File: src/shared/hbp_pkg.sv
// Package for the fixed-wait host bus port: constants and carrier types
package hbp_pkg;
    localparam int DATA_W = 16;
    localparam int ADDR_W = 16;
    // Bus clock periods (T) from access start to read data valid, per ratio 1..4
    // Half periods are rounded up to the next whole bus clock edge
    localparam logic [4:0] RD_LAT_DIV1 = 5'h06;
    localparam logic [4:0] RD_LAT_DIV2 = 5'h09;
    localparam logic [4:0] RD_LAT_DIV3 = 5'h0B;
    localparam logic [4:0] RD_LAT_DIV4 = 5'h0F;
    // Longest chip select time in bus clock periods per ratio
    localparam logic [4:0] CS_MAX_DIV1 = 5'h08;
    localparam logic [4:0] CS_MAX_DIV2 = 5'h0B;
    localparam logic [4:0] CS_MAX_DIV3 = 5'h0D;
    localparam logic [4:0] CS_MAX_DIV4 = 5'h11;
    // Write data is taken at the third rising edge; first edge is count 1
    localparam logic [4:0] WR_LATCH_EDGE = 5'h03;
    localparam logic [1:0] DIV_SEL_1 = 2'h0;
    localparam logic [1:0] DIV_SEL_2 = 2'h1;
    localparam logic [1:0] DIV_SEL_3 = 2'h2;
    localparam logic [1:0] DIV_SEL_4 = 2'h3;
    localparam logic [4:0] CNT_ONE = 5'h01;

    typedef enum logic [1:0] {
        HBP_IDLE = 2'b00,
        HBP_WRITE = 2'b01,
        HBP_READ = 2'b11,
        HBP_DONE = 2'b10
    } hbp_state_t;

    typedef struct packed {
        logic [ADDR_W-1:0] addr;
        logic [DATA_W-1:0] data;
        logic upperEn;
        logic lowerEn;
    } hbp_wr_t;
endpackage

File: src/verilog/hbp_port.sv
// Slave port for a synchronous 16-bit host bus timed by fixed wait states
`timescale 1ns/1ns
// Function
// - Capture address at first qualified bus edge
// - Access ends within 8 or 11 periods
// - Access ends within 13 or 17 periods
// - Latch write word at third edge
// - Drive data only during reads after enable
// - Read data valid after ratio-dependent delay
// - Release data bus on edge after read
module hbp_port
(
    // Clock (host bus clock) and reset
    input wire logic clk_sys,
    input wire logic rstn,
    // Host bus pins
    input wire logic chipSelectBarN,
    input wire logic upperByteWriteStrobeN,
    input wire logic lowerByteWriteStrobeN,
    input wire logic outputEnableN,
    input wire logic [hbp_pkg::ADDR_W-1:0] addrIn,
    input wire logic [hbp_pkg::DATA_W-1:0] dataIn,
    output logic [hbp_pkg::DATA_W-1:0] dataOut,
    output logic dataOeN,
    // Static configuration: memory clock divide select, 0..3 for ratio 1..4
    input wire logic [1:0] memDivSel,
    // Internal memory side
    output hbp_pkg::hbp_wr_t wrReq,
    output logic wrValid,
    output logic [hbp_pkg::ADDR_W-1:0] rdAddr,
    output logic rdValid,
    input wire logic [hbp_pkg::DATA_W-1:0] rdData,
    output logic accessOverrun
);
    hbp_pkg::hbp_state_t state_ff, nxt_state;
    logic [4:0] cnt_ff, nxt_cnt;
    logic [hbp_pkg::ADDR_W-1:0] addr_ff, nxt_addr;
    hbp_pkg::hbp_wr_t wrReq_ff, nxt_wrReq;
    logic wrValid_ff, nxt_wrValid;
    logic rdValid_ff, nxt_rdValid;
    logic [hbp_pkg::DATA_W-1:0] dataOut_ff, nxt_dataOut;
    logic dataOeN_ff, nxt_dataOeN;
    logic overrun_ff, nxt_overrun;
    logic [4:0] rdLat, csMax;
    logic csAct, wrAct, rdAct;

    assign csAct = !chipSelectBarN;
    assign wrAct = !upperByteWriteStrobeN || !lowerByteWriteStrobeN;
    assign rdAct = !outputEnableN;

    // Timing follows the static divide select
    always_comb
    begin
        unique case (memDivSel)
            hbp_pkg::DIV_SEL_1:
            begin
                rdLat = hbp_pkg::RD_LAT_DIV1;
                csMax = hbp_pkg::CS_MAX_DIV1;
            end
            hbp_pkg::DIV_SEL_2:
            begin
                rdLat = hbp_pkg::RD_LAT_DIV2;
                csMax = hbp_pkg::CS_MAX_DIV2;
            end
            hbp_pkg::DIV_SEL_3:
            begin
                rdLat = hbp_pkg::RD_LAT_DIV3;
                csMax = hbp_pkg::CS_MAX_DIV3;
            end
            hbp_pkg::DIV_SEL_4:
            begin
                rdLat = hbp_pkg::RD_LAT_DIV4;
                csMax = hbp_pkg::CS_MAX_DIV4;
            end
        endcase
    end

    always_comb
    begin
        nxt_state = state_ff;
        nxt_cnt = cnt_ff;
        nxt_addr = addr_ff;
        nxt_wrReq = wrReq_ff;
        nxt_wrValid = 1'b0;
        nxt_rdValid = 1'b0;
        nxt_dataOut = dataOut_ff;
        nxt_dataOeN = 1'b1;
        nxt_overrun = overrun_ff;
        unique case (state_ff)
            hbp_pkg::HBP_IDLE:
            begin
                if (csAct && (wrAct || rdAct))
                begin
                    nxt_addr = addrIn;
                    nxt_cnt = hbp_pkg::CNT_ONE;
                    nxt_state = wrAct ? hbp_pkg::HBP_WRITE : hbp_pkg::HBP_READ;
                    nxt_overrun = 1'b0;
                end
            end
            hbp_pkg::HBP_WRITE:
            begin
                if (!csAct)
                    nxt_state = hbp_pkg::HBP_IDLE;
                else
                begin
                    nxt_cnt = cnt_ff + hbp_pkg::CNT_ONE;
                    // Strobes sampled here too: host keeps them until chip select
                    if (nxt_cnt == hbp_pkg::WR_LATCH_EDGE)
                    begin
                        nxt_wrReq.addr = addr_ff;
                        nxt_wrReq.data = dataIn;
                        nxt_wrReq.upperEn = !upperByteWriteStrobeN;
                        nxt_wrReq.lowerEn = !lowerByteWriteStrobeN;
                        nxt_wrValid = 1'b1;
                        nxt_state = hbp_pkg::HBP_DONE;
                    end
                end
            end
            hbp_pkg::HBP_READ:
            begin
                // Output enable held to chip select end by the host
                if (!csAct)
                    nxt_state = hbp_pkg::HBP_IDLE;
                else
                begin
                    nxt_dataOeN = 1'b0;
                    nxt_cnt = cnt_ff + hbp_pkg::CNT_ONE;
                    if (nxt_cnt == rdLat - hbp_pkg::CNT_ONE)
                        nxt_rdValid = 1'b1;
                    if (nxt_cnt == rdLat)
                        nxt_dataOut = rdData;
                    if (cnt_ff == csMax)
                        nxt_overrun = 1'b1;
                end
            end
            hbp_pkg::HBP_DONE:
            begin
                if (!csAct)
                    nxt_state = hbp_pkg::HBP_IDLE;
                else if (cnt_ff != csMax)
                    nxt_cnt = cnt_ff + hbp_pkg::CNT_ONE;
                else
                    nxt_overrun = 1'b1;
            end
        endcase
    end

    // Host must not pick ratio 3 or 4 unless it stretches to 10/12 waits
    always_ff @(posedge clk_sys)
    begin
        if (!rstn)
        begin
            state_ff <= hbp_pkg::HBP_IDLE;
            cnt_ff <= '0;
            addr_ff <= '0;
            wrReq_ff <= '0;
            wrValid_ff <= 1'b0;
            rdValid_ff <= 1'b0;
            dataOut_ff <= '0;
            dataOeN_ff <= 1'b1;
            overrun_ff <= 1'b0;
        end
        else
        begin
            state_ff <= nxt_state;
            cnt_ff <= nxt_cnt;
            addr_ff <= nxt_addr;
            wrReq_ff <= nxt_wrReq;
            wrValid_ff <= nxt_wrValid;
            rdValid_ff <= nxt_rdValid;
            dataOut_ff <= nxt_dataOut;
            dataOeN_ff <= nxt_dataOeN;
            overrun_ff <= nxt_overrun;
        end
    end

    assign dataOut = dataOut_ff;
    assign dataOeN = dataOeN_ff;
    assign wrReq = wrReq_ff;
    assign wrValid = wrValid_ff;
    assign rdAddr = addr_ff;
    assign rdValid = rdValid_ff;
    assign accessOverrun = overrun_ff;
endmodule

File: config.mk
export PLATFORM = sky130hd
export DESIGN_NAME = hbp_port
export DESIGN_NICKNAME = d
export VERILOG_FILES = /design/src/shared/hbp_pkg.sv /design/src/verilog/hbp_port.sv
export SDC_FILE = /design/constraint.sdc
export NUM_CORES = 1
export LEC_CHECK = 0
export BUFFER_PORTS_ARGS = -buffer_cell sky130_fd_sc_hd__buf_2
export CAP_MARGIN = 20
export CELL_PAD_IN_SITES_DETAIL_PLACEMENT = 1
export CELL_PAD_IN_SITES_GLOBAL_PLACEMENT = 2
export CORE_ASPECT_RATIO = 0.8
export CORE_MARGIN = 2
export CORE_UTILIZATION = 27
export DETAILED_ROUTE_END_ITERATION = 8
export GPL_TIMING_DRIVEN = 0
export PLACE_DENSITY_LB_ADDON = 0.1
export SLEW_MARGIN = 20
export SYNTH_ARGS = -nofsm -noshare
export SYNTH_HDL_FRONTEND = slang
export SYNTH_SLANG_ARGS = --single-unit
File: constraint.sdc
create_clock -name clk_sys -period 2.4 [get_ports clk_sys]
set_input_delay 0.48 -clock clk_sys [delete_from_list [all_inputs] [get_ports clk_sys]]
set_output_delay 0.48 -clock clk_sys [all_outputs]
set_load 0.005 [all_outputs]
Word-level counts from Yosys, hierarchy flattened
Cells that the tools add are included.
W data, S select, Z words.
{"block": "op_classes", "addsub": 2, "eq_ne": 20, "n_mux": 22, "n_bitwise": 4, "n_reduce_logical": 21}
{"operator": "$pmux W5 S4", "n": 2}
{"operator": "$mux W5", "n": 4}
{"operator": "$eq A5 B5 Y1", "n": 3}
{"operator": "$pmux W5 S3", "n": 1}
{"operator": "$ne A2 B2 Y1 const B", "n": 7}
{"operator": "$mux W2", "n": 5}
{"operator": "$reduce_and A3 Y1", "n": 3}
{"operator": "$eq A2 B2 Y1 const B", "n": 4}
{"operator": "$mux W1", "n": 8}
{"operator": "$pmux W2 S3", "n": 1}
{"operator": "$reduce_and A6 Y1", "n": 1}
{"operator": "$reduce_or A3 Y1", "n": 2}
{"operator": "$add A5 B1 Y5 const B", "n": 1}
{"operator": "$eq A5 B2 Y1 const B", "n": 1}
{"operator": "$ne A5 B5 Y1", "n": 1}
{"operator": "$sub A5 B1 Y5 const B", "n": 1}
{"operator": "$eq A2 B1 Y1 const B", "n": 2}
{"operator": "$logic_not A1 Y1", "n": 4}
{"operator": "$logic_not A2 Y1", "n": 2}
{"operator": "$not A1 Y1", "n": 4}
{"operator": "$reduce_and A2 Y1", "n": 2}
{"operator": "$reduce_and A4 Y1", "n": 1}
{"operator": "$reduce_or A2 Y1", "n": 2}
{"operator": "$ne A3 B3 Y1 const B", "n": 1}
{"operator": "other kinds (5)", "n": 6}
{"block": "totals", "ff_bits": 77, "in_bits": 56, "wordCells": 81}

Depth between registers and ports, before layout
Gate-level depths: netlist (run 1).
{"block": "depth", "depth_word": 6, "ltp_mapped": 9}

Worst setup path after synthesis (run 1)
OpenSTA, ideal clock, no wires.
{"block": "synth_path", "path_type": "input to register", "startpoint": "in memDivSel[0]", "endpoint": "reg dataOut_ff, in the netlist dataOut[15]", "setup_time_ns": 0.138, "t_arrival_ns": 1.985, "required_ns": 2.262, "setup_slack_ns": 0.276, "stages": 8, "path_buffers": 2, "cell_sequence": "inv_1 -> ha_1 -> o211a_1 -> o31a_1 -> clkbuf_1 -> buf_2 -> o31ai_1 -> a21oi_1"}
{"block": "synth_between", "elab_chain_len": 4, "word_cells_on_any_way": 7, "cone_classes": "eq/ne (4); mux (1); reduce/logical (2)"}
{"item": "from (decl)", "line_no": "hbp_port.sv:26", "rtl": "input wire logic [1:0] memDivSel,"}
{"item": "$eq A2 B2 Y1 (tied with other cells)", "line_no": "hbp_port.sv:54", "rtl": "unique case (memDivSel)"}
{"item": "$pmux W5 S4 *", "line_no": "hbp_port.sv:54"}
{"item": "$eq A5 B5 Y1 *", "line_no": "hbp_port.sv:130", "rtl": "if (nxt_cnt == rdLat)"}
{"item": "$reduce_and A3 Y1 (no line) *"}
{"item": "to (signal assigned)", "line_no": "hbp_port.sv:171", "rtl": "dataOut_ff <= nxt_dataOut;"}
{"item": "to (decl)", "line_no": "hbp_port.sv:41", "rtl": "logic [hbp_pkg::DATA_W-1:0] dataOut_ff, nxt_dataOut;"}
Every way passes the cells marked *; elsewhere a longest branch is shown, timed or not. The select of a mux whose other input is x is not followed.
A chain may end at the register's enable or synchronous reset.

Worst setup path after layout (run 1)
{"block": "layout_path", "startpoint": "reg cnt_ff[0]", "endpoint": "reg dataOut_ff, in the netlist dataOut[13]"}
{"block": "layout_between", "elab_chain_len": 3}
{"item": "from (decl)", "line_no": "hbp_port.sv:36", "rtl": "logic [4:0] cnt_ff, nxt_cnt;"}
{"item": "from (signal assigned)", "line_no": "hbp_port.sv:166", "rtl": "cnt_ff <= nxt_cnt;"}
{"item": "$add A5 B1 Y5", "line_no": "hbp_port.sv:127", "rtl": "nxt_cnt = cnt_ff + hbp_pkg::CNT_ONE;"}
{"item": "$eq A5 B5 Y1", "line_no": "hbp_port.sv:130"}
{"item": "$reduce_and A3 Y1 (no line)"}
No other way between the ends.

==> results.tsv, run 1 <==
stage	metric	value	unit
status	status	finished clean	
setup_path	worst reg2reg setup slack	160	ps
logic_synthesis	Syn Inst Count	394	
place	IO buf count	125	
global_route	M3 GR Usage	4.930	%
setup_path	critical-path cell list	buf_4, inv_1, ha_1, xnor2_2, and3_2, clkbuf_2, nand4_1, a21oi_1	
logic_synthesis	register area share after synthesis	46.46	%
die	Initial Utilization	27.49	%
flow_run	number of max-cap violations	0	
detailed_routing	Total Wirelength	10.74	mm
clock_tree	CTS Buffer Depth	2	
clock_tree	clock transition at the registers of the reported paths	60	ps
setup_path	Setup CP Type	reg -> reg	
sta	max-slew headroom at the worst pin	51.64	%
sta	final hold vios	0	
logic_synthesis	Synth warnings	0	
setup_path	CP peak stage delay	380	ps
power_and_ir_drop	P_int	2225	µW
setup_path	Critical Path Fanout Max	10	
setup_path	Reg-to-Reg End	dataOut[13]$_SDFFE_PN0P_	
sta	worst hold slack	384.2	ps
cells_and_area	Non-Filler Instances	686	
logic_synthesis	ys flop type	dfxtp_1	
logic_synthesis	Yosys cell types	42	
global_route	pin count of the biggest net entering global routing	13	
clock_tree	number of clock sinks	77	
logic_synthesis	Synth Area per Inst	8.422	µm²
power_and_ir_drop	pwr dens	655.3	mW/mm²
clock_tree	worst-skew pair later-pin latency	330	ps
global_route	met2 usage	25.71	%
global_route	vias in the first global route	3304	
clock_tree	CTS Buf Count	9	
detailed_routing	Routed Antenna Nets	0	
setup_path	R2R cell count	8	
power_and_ir_drop	Clock power frac	46.3	%
power_and_ir_drop	sw frac	24.19	%
power_and_ir_drop	Comb power frac	8.8	%
sta	fin crit period	2240	ps
sta	unrepaired setup endpoints after global routing	no	
sta	achievable frequency	0.4465	GHz
die	DIE AREA	0.01320	mm²
logic_synthesis	Yosys reg bits	77	
setup_path	critical register-to-register path startpoint	cnt_ff[0]$_SDFFE_PN0P_	
power_and_ir_drop	worst vdd ir	0.3183	mV
cells_and_area	commonest non-fill, non-tap cells in the layout	buf_2, nand2_1, dfxtp_1, a21oi_1, a21oi_2	
sta	Slew Viols, Final	0	
global_route	initial antenna violation count	0	
sta	Tcrit/Tclk final	93.33	%
global_route	GRT overflow	0	
detailed_routing	Avg WL per Cell	15.65	µm
sta	Worst Max-Slew Pin Slew	725.4	ps
clock_tree	CTS tree	yes	
sta	Max Clock Skew	4.966	ps
die	die width	127.9	µm
worst_hold_path	Worst Hold Path Cells	3	
cells_and_area	commonest non-fill, non-tap cell in the layout	buf_2	
cells_and_area	layout cells sized above 1	34.64	%
setup_path	critical path's slowest cell	dfxtp_1	
cells_and_area	nets@finish	592	
global_route	GRT busiest layer	met2	
setup_path	required time of the critical path	2650	ps
worst_hold_path	Worst Hold Endpoint	rdAddr[12]$_SDFFE_PN0P_	
global_route	global-route wire length before repair	17.22	mm
place	Final Wtd Congestion	0.8285	
logic_synthesis	syn nets	456	
logic_synthesis	Synth Cell Area	0.003318	mm²
power_and_ir_drop	leakage	0.001864	µW
sta	TNS Setup	0	ps
logic_synthesis	number of flops mapped to enable cells by yosys	0	
detailed_routing	DRT Pass-1 Iters	4	
die	Site Rows	36	
place	DP Wirelength	8.028	mm
setup_path	CP Capture Type	flop	
clock_tree	htree depth	3	
setup_path	CP Launch Type	flop	
sta	Setup Viol. Count Final	0	
cells_and_area	antenna diode count	0	
global_route	Total GRT Usage	16.53	%
detailed_routing	vias per cell	4.776	
place	dpl cells	671	
clock_tree	clock root cell	clkbuf_16	
detailed_routing	via count	3276	
detailed_routing	# DRC	0	
setup_path	Worst path top cell family by delay	buffers and inverters	
clock_tree	hold bufs inserted after CTS	0	
die	io pins	126	
setup_path	crit path DAT	2490	ps
power_and_ir_drop	Flop pwr share	44.9	%
worst_hold_path	worst hold path type	in -> reg	
die	core area	0.01207	mm²
logic_synthesis	Async S/R FF share, synth	0	%
setup_path	CP Buf/Inv Count	3	
die	Die Y	103.2	µm
worst_hold_path	HP Start	addrIn[12]	
global_route	met1 GRT Util	22.43	%
power_and_ir_drop	switching power	709.7	µW
detailed_routing	DR iter-0 viols	131	
cells_and_area	Area growth syn-to-layout	34.95	%
stage by stage:
stage / setup WS (ps) / utilization (%) / cell area (µm²) / total power [µW]
floorplan: 276.3 / - / 3318 / 1477
global placement: -46.30 / 34.25 / 4134 / 1596
detailed placement: -87.05 / 34.25 / 4134 / 1599
CTS: 2.617 / 36.80 / 4442 / 2972
global route: 12.95 / 37.10 / 4478 / 3066
finish: 160.1 / 37.10 / 4478 / 2934
registers in the layout, indices dropped and copies added, names as in the netlist, 2 cells and up:
| register | flops |
|---|---|
| cnt_ff | 5 |
| dataOut | 16 |
| rdAddr | 16 |
| state_ff | 2 |
| wrReq | 34 |
worst reg2reg max path, delay by kind of cell (launching register included):
kind,cells,cell delay (ps)
buf+inv,3,530
simple gates,2,460
flops,1,380
fa+ha+maj,1,350
xor+xnor,1,270
compound gates,1,170
what timing repair did:
| action | CTS | global route |
|---|---|---|
| pin swaps | 1 | 0 |
| setup buffers | 2 | 0 |
| gates resized for setup | 1 | 8 |
| endpoints found under the setup margin | 17 | 41 |
layer usage:
layer | part of all wire, % | up-vias
li1 | - | 1637
met1 | 49 | 1549
met2 | 44 | 81
met3 | 5.9 | 9
met4 | 1.0 | 0
met5 | 0 | -
kinds of logic (layout without fill, tap and decap cells):
family                     count (synthesis)  after routing  share of synthesized area [%]
AOI/OAI and AO/OA                        105            105                          21.08
adders and majority gates                  6              6                          2.262
and+or+nand+nor                          161            161                          21.98
xor gates and xnor gates                   9              9                          2.602
DFF                                       77             77                          46.46
buffers and inverters                     36            176                          5.618
cell usage after synthesis, types with 4 or more instances:
library cell	number	area share [%]
nand4_1	17	3.2
nand3_1	7	1.1
clkbuf_1	15	1.7
ha_1	6	2.3
nand2b_1	5	0.94
buf_2	8	1.2
xor2_1	5	1.3
dfxtp_1	77	46
a21oi_1	54	8.1
inv_1	4	0.45
a21oi_2	18	4.8
buf_6	5	1.7
nor2_1	9	1.0
nand2_1	105	12
o31ai_1	16	3.6
how the worst max path moves through the flow:
stage | cells past startpoint | endpoint | from | slack (ps)
2_1_floorplan | 8 | dataOut[15]$_SDFFE_PN0P_ | memDivSel[0] | 280
3_3_place_gp | 9 | dataOut[15]$_SDFFE_PN0P_ | memDivSel[0] | -50
3_5_place_dp | 10 | dataOut[14]$_SDFFE_PN0P_ | memDivSel[1] | -90
4_1_cts | 8 | dataOut[14]$_SDFFE_PN0P_ | cnt_ff[0]$_SDFFE_PN0P_ | 3
5_1_grt | 8 | dataOut[13]$_SDFFE_PN0P_ | cnt_ff[0]$_SDFFE_PN0P_ | 10
6_report | 8 | dataOut[13]$_SDFFE_PN0P_ | cnt_ff[0]$_SDFFE_PN0P_ | 160
power by group through the flow:
| stage | logic, µW | registers (µW) | clock network (µW) |
|---|---|---|---|
| 6_report | 259 | 1320 | 1360 |
| 4_1_cts | 255 | 1320 | 1400 |
| 5_1_grt | 290 | 1320 | 1460 |
| 2_1_floorplan | 132 | 1340 | 0 |
| 3_3_place_gp | 251 | 1340 | 0 |
| 3_5_place_dp | 254 | 1350 | 0 |
area by class of cell:
type | count | area (µm²)
clock inverter | 4 | 48.80
multi-input combinational | 281 | 1633
tap | 152 | 190.2
sequential | 77 | 1543
clock buffer | 11 | 242.7
timing repair buffer | 127 | 640.6
inverter | 5 | 18.77
fill | 1493 | 7594
buffer | 29 | 161.4
Power figures use the tool's default switching activity.
==> run 2, diff against run 1 <==
CORE_ASPECT_RATIO = 1.2   (was 0.8)
GPL_TIMING_DRIVEN = not set   (was 0)
==> run 2 against run 1 <==
  * Count of clock-buffer cells in the layout fell by 1
  * Core utilization rose by 0.098 points
  * Flip-flop and latch count is the same
  * Final area rose by 0.14%
  * Largest power group unchanged
  * Largest cell class unchanged
  * Critical path depth decreased by 1
==> results.tsv, run 2 (same netlist as run 1, synthesis figures left out) <==
stage	metric	value	unit	change
cells_and_area	nets@finish	579		was 592
clock_tree	CTS Buf Count	9		unchanged
power_and_ir_drop	pwr dens	680.8	mW/mm²	was 655.3 mW/mm²
flow_run	number of max-cap violations	0		unchanged
die	die width	105.2	µm	was 127.9 µm
sta	Setup Viol. Count Final	0		unchanged
cells_and_area	Final Util	37.19	%	was 37.10%
cells_and_area	commonest non-fill, non-tap cells in the layout	buf_2, nand2_1, dfxtp_1, a21oi_1, a21oi_2		unchanged
sta	Tcrit/Tclk final	87.13	%	was 93.33%
detailed_routing	vias per cell	4.662		was 4.776
clock_tree	clock root cell	clkbuf_16		unchanged
setup_path	critical register-to-register path startpoint	cnt_ff[1]$_SDFFE_PN0P_		was cnt_ff[0]$_SDFFE_PN0P_
clock_tree	hold bufs inserted after CTS	0		unchanged
power_and_ir_drop	worst vdd ir	0.3970	mV	was 0.3183 mV
cells_and_area	commonest non-fill, non-tap cell in the layout	buf_2		unchanged
power_and_ir_drop	Flop pwr share	43.3	%	was 44.9%
die	Site Rows	44		was 36
power_and_ir_drop	total power	3053	µW	was 2934 µW
sta	worst hold slack	383.9	ps	was 384.2 ps
global_route	pin count of the biggest net entering global routing	45		was 13
detailed_routing	Avg WL per Cell	14.99	µm	was 15.65 µm
power_and_ir_drop	Clock power frac	48.5	%	was 46.3%
cells_and_area	Area growth syn-to-layout	35.14	%	was 34.95%
clock_tree	clock transition at the registers of the reported paths	60	ps	about the same
sta	Max Clock Skew	5.604	ps	was 4.966 ps
detailed_routing	Met3 Routed Length	554	µm	was 635 µm
status	status	finished clean		unchanged
place	Final Wtd Congestion	0.7119		was 0.8285
sta	Worst Max-Slew Pin Slew	703.1	ps	was 725.4 ps
clock_tree	CTS tree	yes		unchanged
clock_tree	htree depth	3		unchanged
worst_hold_path	Worst Hold Endpoint	rdAddr[11]$_SDFFE_PN0P_		was rdAddr[12]$_SDFFE_PN0P_
worst_hold_path	Worst Hold Path Cells	3		unchanged
detailed_routing	met2 WL	4.828	mm	was 4.721 mm
setup_path	CP Capture Type	flop		unchanged
detailed_routing	# DRC	0		unchanged
die	core area	0.01206	mm²	was 0.01207 mm²
power_and_ir_drop	switching power	712.4	µW	was 709.7 µW
sta	final hold vios	0		unchanged
setup_path	R2R cell count	7		was 8
setup_path	required time of the critical path	2660	ps	was 2650 ps
sta	Slew Viols, Final	0		unchanged
clock_tree	number of clock sinks	77		unchanged
global_route	vias in the first global route	3197		was 3304
global_route	Total GRT Usage	15.43	%	was 16.53%
setup_path	Critical Path Fanout Max	31		was 10
global_route	initial antenna violation count	0		unchanged
sta	unrepaired setup endpoints after global routing	no		unchanged
detailed_routing	Top Metal Used	met4		unchanged
clock_tree	post-CTS resize count	0		was 1
sta	max-slew headroom at the worst pin	53.13	%	was 51.64%
place	DP Wirelength	7.131	mm	was 8.028 mm
worst_hold_path	HP Start	addrIn[11]		was addrIn[12]
sta	TNS Setup	0	ps	unchanged
global_route	GRT overflow	0		unchanged
sta	achievable frequency	0.4782	GHz	was 0.4465 GHz
detailed_routing	DR iter-0 viols	119		was 131
cells_and_area	antenna diode count	0		unchanged
detailed_routing	Routed Antenna Nets	0		unchanged
detailed_routing	Total Wirelength	10.24	mm	was 10.74 mm
power_and_ir_drop	leakage	0.001879	µW	was 0.001864 µW
setup_path	worst reg2reg setup slack	310	ps	was 160 ps
setup_path	Setup CP Type	reg -> reg		unchanged
die	Initial Utilization	27.52	%	was 27.49%
detailed_routing	DRT Pass-1 Iters	4		unchanged
die	Die Y	125.4	µm	was 103.2 µm
worst_hold_path	worst hold path type	in -> reg		unchanged
setup_path	crit path DAT	2350	ps	was 2490 ps
detailed_routing	via count	3184		was 3276
cells_and_area	max reg flops	34		unchanged
die	DIE AREA	0.01320	mm²	about the same
sta	fin crit period	2091	ps	was 2240 ps
clock_tree	setup bufs post-CTS	0		was 2
power_and_ir_drop	Comb power frac	8.3	%	was 8.8%
detailed_routing	WL met1	4.699	mm	was 5.272 mm
clock_tree	worst-skew pair later-pin latency	330	ps	about the same
power_and_ir_drop	P_int	2341	µW	was 2225 µW
setup_path	CP Launch Type	flop		unchanged
cells_and_area	layout cells sized above 1	35.06	%	was 34.64%
clock_tree	CTS Buffer Depth	2		unchanged
power_and_ir_drop	sw frac	23.34	%	was 24.19%
die	io pins	126		unchanged
setup_path	Reg-to-Reg End	wrReq[5]$_SDFFE_PN0P_		was dataOut[13]$_SDFFE_PN0P_
global_route	global-route wire length before repair	16.24	mm	was 17.22 mm
place	IO buf count	125		unchanged
-- run 2: changes by cell type in the layout (fill, tap and decap cells not counted), sizes merged --
cell,previous run,this run
clkbuf,25,10
buf,142,143
bufinv,1,2
clkinvlp,0,1
-- run 2: critical path, cell delays in order, from the launching register on --
cell       delay, ps
dfxtp_1          340
ha_1             310
and3_1           270
nand2_1          150
a2111oi_4        460
buf_12           240
nand2_1           80
a21oi_1          150
-- run 2: how the worst max path moves through the flow --
| stage | start | slack, ps | end |
|---|---|---|---|
| 4_1_cts | cnt_ff[1]$_SDFFE_PN0P_ | 290 | wrReq[5]$_SDFFE_PN0P_ |
| 3_3_place_gp | memDivSel[0] | 120 | dataOut[12]$_SDFFE_PN0P_ |
| 6_report | cnt_ff[1]$_SDFFE_PN0P_ | 310 | wrReq[5]$_SDFFE_PN0P_ |
| 3_5_place_dp | memDivSel[0] | 20 | dataOut[15]$_SDFFE_PN0P_ |
| 5_1_grt | cnt_ff[0]$_SDFFE_PN0P_ | 160 | dataOut[6]$_SDFFE_PN0P_ |
| 2_1_floorplan | memDivSel[0] | 280 | dataOut[15]$_SDFFE_PN0P_ |
-- run 2: cell type report --
type                    instances  area, µm²
clock inverters                 6      86.33
repair buffers                143      798.3
fillers                      1447       7572
well taps                     161      201.4
multi-input cells             281       1599
flip-flops and latches         77       1541
clock buffers                  10      239.0
inverters                       5      18.77
-- run 2: layer usage --
metal	global-route usage (%)	vias up
met5	0	-
met4	6.588	0
met3	3.910	9
met2	25.31	86
met1	19.10	1481
li1	-	1608
-- run 2: power groups by stage --
stage	registers (µW)	clock network, µW	logic (µW)
5_1_grt	1320	1580	281
6_report	1320	1480	252
2_1_floorplan	1340	0	132
4_1_cts	1320	1510	257
3_5_place_dp	1350	0	255
3_3_place_gp	1350	0	253
-- run 2: stage by stage --
stage | area [µm²] | cells | worst slack, ps
after CTS | 4484 | 683 | 290.9
after detailed placement | 4159 | 667 | 24.02
final | 4484 | 683 | 308.9
after global routing | 4484 | 683 | 155.6
after floorplan | 3318 | 394 | 276.3
after global placement | 4159 | 667 | 122.8
==> run 3, diff against run 2 <==
CORE_UTILIZATION = 28   (was 27)
CTS_BUF_LIST = sky130_fd_sc_hd__clkbuf_8   (was not set)
==> run 3 against run 2 <==
  * Critical path type unchanged
  * Combinational power is 3% lower
  * Core utilization up 0.18 points
  * Maximum frequency grew 0.72%
  * Worst setup slack better by 15 ps
  * Power is 16% lower
  * Worst hold slack worse by 22 ps
  * Final area is 3.6% lower
  * Sequential power about the same
  * Critical endpoint is now dataOut[4]$_SDFFE_PN0P_
  * First-iteration DRC count fell by 30%
==> results.tsv, run 3 (same netlist as run 1, synthesis figures left out) <==
stage	metric	value	unit	change
status	status	finished clean		unchanged
sta	Tcrit/Tclk final	86.51	%	was 87.13%
flow_run	number of max-cap violations	0		unchanged
clock_tree	worst-skew pair later-pin latency	350	ps	was 330 ps
place	DP Wirelength	7.098	mm	was 7.131 mm
clock_tree	hold bufs inserted after CTS	0		unchanged
cells_and_area	commonest non-fill, non-tap cell in the layout	buf_2		unchanged
setup_path	CP startpoint	cnt_ff[0]$_SDFFE_PN0P_		was cnt_ff[1]$_SDFFE_PN0P_
sta	Max Clock Skew	10.09	ps	was 5.604 ps
sta	final hold vios	0		unchanged
sta	unrepaired setup endpoints after global routing	no		unchanged
die	core area	0.01157	mm²	was 0.01206 mm²
setup_path	crit path DAT	2290	ps	was 2350 ps
global_route	initial antenna violation count	0		unchanged
cells_and_area	nets@finish	575		was 579
sta	Slew Viols, Final	0		unchanged
sta	Worst Max-Slew Pin Slew	689.8	ps	was 703.1 ps
place	dpl cells	659		was 667
clock_tree	number of clock sinks	77		unchanged
clock_tree	CTS Buf Count	9		unchanged
cells_and_area	Reg area	0.001541	mm²	unchanged
detailed_routing	vias per cell	4.747		was 4.662
setup_path	Worst path top cell family by delay	buffers and inverters		was compound AO/OA/AOI/OAI gates
cells_and_area	commonest non-fill, non-tap cells in the layout	buf_2, nand2_1, dfxtp_1, a21oi_1, a21oi_2		unchanged
setup_path	required time of the critical path	2610	ps	was 2660 ps
cells_and_area	# fillers	1444		was 1447
cells_and_area	Area growth syn-to-layout	30.28	%	was 35.14%
global_route	vias in the first global route	3204		was 3197
global_route	GRT overflow	0		unchanged
sta	max-slew headroom at the worst pin	54.01	%	was 53.13%
power_and_ir_drop	switching power	628.0	µW	was 712.4 µW
setup_path	Setup CP Type	reg -> reg		unchanged
die	io pins	126		unchanged
cells_and_area	layout cells sized above 1	34.11	%	was 35.06%
detailed_routing	# DRC	0		unchanged
detailed_routing	via count	3195		was 3184
detailed_routing	Avg WL per Cell	15.01	µm	was 14.99 µm
place	Place WS	29.44	ps	was 24.02 ps
clock_tree	CTS Buffer Depth	2		unchanged
global_route	Total GRT Usage	16.39	%	was 15.43%
cells_and_area	max reg flops	34		unchanged
setup_path	CP peak stage delay	340	ps	was 460 ps
setup_path	critical-path cell list	buf_4, inv_1, ha_1, xnor2_1, nand3_1, buf_4, o31ai_1, a21oi_1		was ha_1, and3_1, nand2_1, a2111oi_4, buf_12, nand2_1, a21oi_1
cells_and_area	Non-Filler Instances	673		was 683
setup_path	CP Launch Type	flop		unchanged
power_and_ir_drop	leakage	0.001805	µW	was 0.001879 µW
cells_and_area	antenna diode count	0		unchanged
detailed_routing	DRT Pass-1 Iters	4		unchanged
power_and_ir_drop	sw frac	24.37	%	was 23.34%
place	Final Wtd Congestion	0.7020		was 0.7119
sta	Setup Viol. Count Final	0		unchanged
detailed_routing	Routed Antenna Nets	0		unchanged
die	Site Rows	43		was 44
detailed_routing	DR iter-0 viols	83		was 119
clock_tree	post-CTS resize count	0		unchanged
sta	achievable frequency	0.4817	GHz	was 0.4782 GHz
die	die width	103.4	µm	was 105.2 µm
clock_tree	clock root cell	clkbuf_8		was clkbuf_16
setup_path	most used cell, CP	buf_4		was nand2_1
global_route	pin count of the biggest net entering global routing	35		was 45
setup_path	CP Buf/Inv Count	3		was 1
clock_tree	htree depth	3		unchanged
clock_tree	clock transition at the registers of the reported paths	80	ps	was 60 ps
sta	fin crit period	2076	ps	was 2091 ps
sta	TNS Setup	0	ps	unchanged
cells_and_area	area of the multi-input gates	0.001599	mm²	unchanged
place	IO buf count	125		unchanged
setup_path	CP Capture Type	flop		unchanged
die	Die Y	123.3	µm	was 125.4 µm
global_route	global-route wire length before repair	16.07	mm	was 16.24 mm
power_and_ir_drop	pwr dens	596.1	mW/mm²	was 680.8 mW/mm²
setup_path	critical register-to-register path startpoint	cnt_ff[0]$_SDFFE_PN0P_		was cnt_ff[1]$_SDFFE_PN0P_
clock_tree	setup bufs post-CTS	0		unchanged
power_and_ir_drop	Flop pwr share	51.2	%	was 43.3%
power_and_ir_drop	Clock power frac	39.3	%	was 48.5%
worst_hold_path	HP Start	addrIn[9]		was addrIn[11]
worst_hold_path	worst hold path type	in -> reg		unchanged
sta	final worst setup slack	323.9	ps	was 308.9 ps
setup_path	Critical Path Fanout Max	16		was 31
power_and_ir_drop	Comb power frac	9.5	%	was 8.3%
detailed_routing	Total Wirelength	10.11	mm	was 10.24 mm
power_and_ir_drop	P_int	1949	µW	was 2341 µW
clock_tree	CTS tree	yes		unchanged
setup_path	critical path's slowest cell	dfxtp_1		was a2111oi_4
power_and_ir_drop	worst vdd ir	0.2537	mV	was 0.3970 mV
die	Initial Utilization	28.69	%	was 27.52%
die	DIE AREA	0.01274	mm²	was 0.01320 mm²
run 3: cell types whose count changed in the layout (fill, tap and decap cells not counted):
cell / before / now
clkbuf_8: 1 / 12
clkbuf_16: 9 / 0
buf_4: 15 / 11
clkinv_2: 2 / 0
bufinv_16: 2 / 1
clkinv_4: 1 / 0
clkinvlp_4: 1 / 0
inv_1: 4 / 5
run 3: layer usage:
metal  vias to the layer above  global-route usage [%]  wire [µm]
li1                       1596                       -          -
met3                        16                   3.392        588
met5                         -                       0          0
met4                         0                   7.484        220
met2                        97                   26.37       4647
met1                      1486                   20.91       4648
run 3: worst paths after layout:
path | cells after the start | endpoint | slack, ps
max | 8 | dataOut[4]$_SDFFE_PN0P_ | 320
min | 3 | rdAddr[9]$_SDFFE_PN0P_ | 360
max reg2reg | 8 | dataOut[4]$_SDFFE_PN0P_ | 320
min reg2reg | 2 | wrReq[7]$_SDFFE_PN0P_ | 450
run 3: final cells by class:
cell class                 count  area share, %
tap                          157          4.544
clock inverter                 2         0.7815
clock buffer                  12          3.821
timing repair buffer         139          17.77
sequential                    77          35.66
inverter                       5         0.4342
multi-input combinational    281          36.99
run 3: power groups by stage:
stage / registers [µW] / clock network, µW / logic [µW]
3_5_place_dp: 1350 / 0 / 250
2_1_floorplan: 1340 / 0 / 132
4_1_cts: 1320 / 1060 / 251
6_report: 1320 / 1010 / 245
5_1_grt: 1320 / 1100 / 279
3_3_place_gp: 1350 / 0 / 247
run 3: worst min-delay path, delay by kind of cell:
kind / cells / cell delay (ps)
buf+inv: 1 / 100
simple gates: 1 / 50
compound gates: 1 / 50
run 3: metrics by stage:
stage          cell area, µm²  util [%]  total power [µW]  hold slack [ps]
2_1_floorplan            3318         -              1477            448.2
3_3_place_gp             4124     35.65              1596            436.9
3_5_place_dp             4124     35.65              1600            442.5
4_1_cts                  4323     37.37              2629            341.8
5_1_grt                  4323     37.37              2705            353.4
6_report                 4323     37.37              2577            361.8
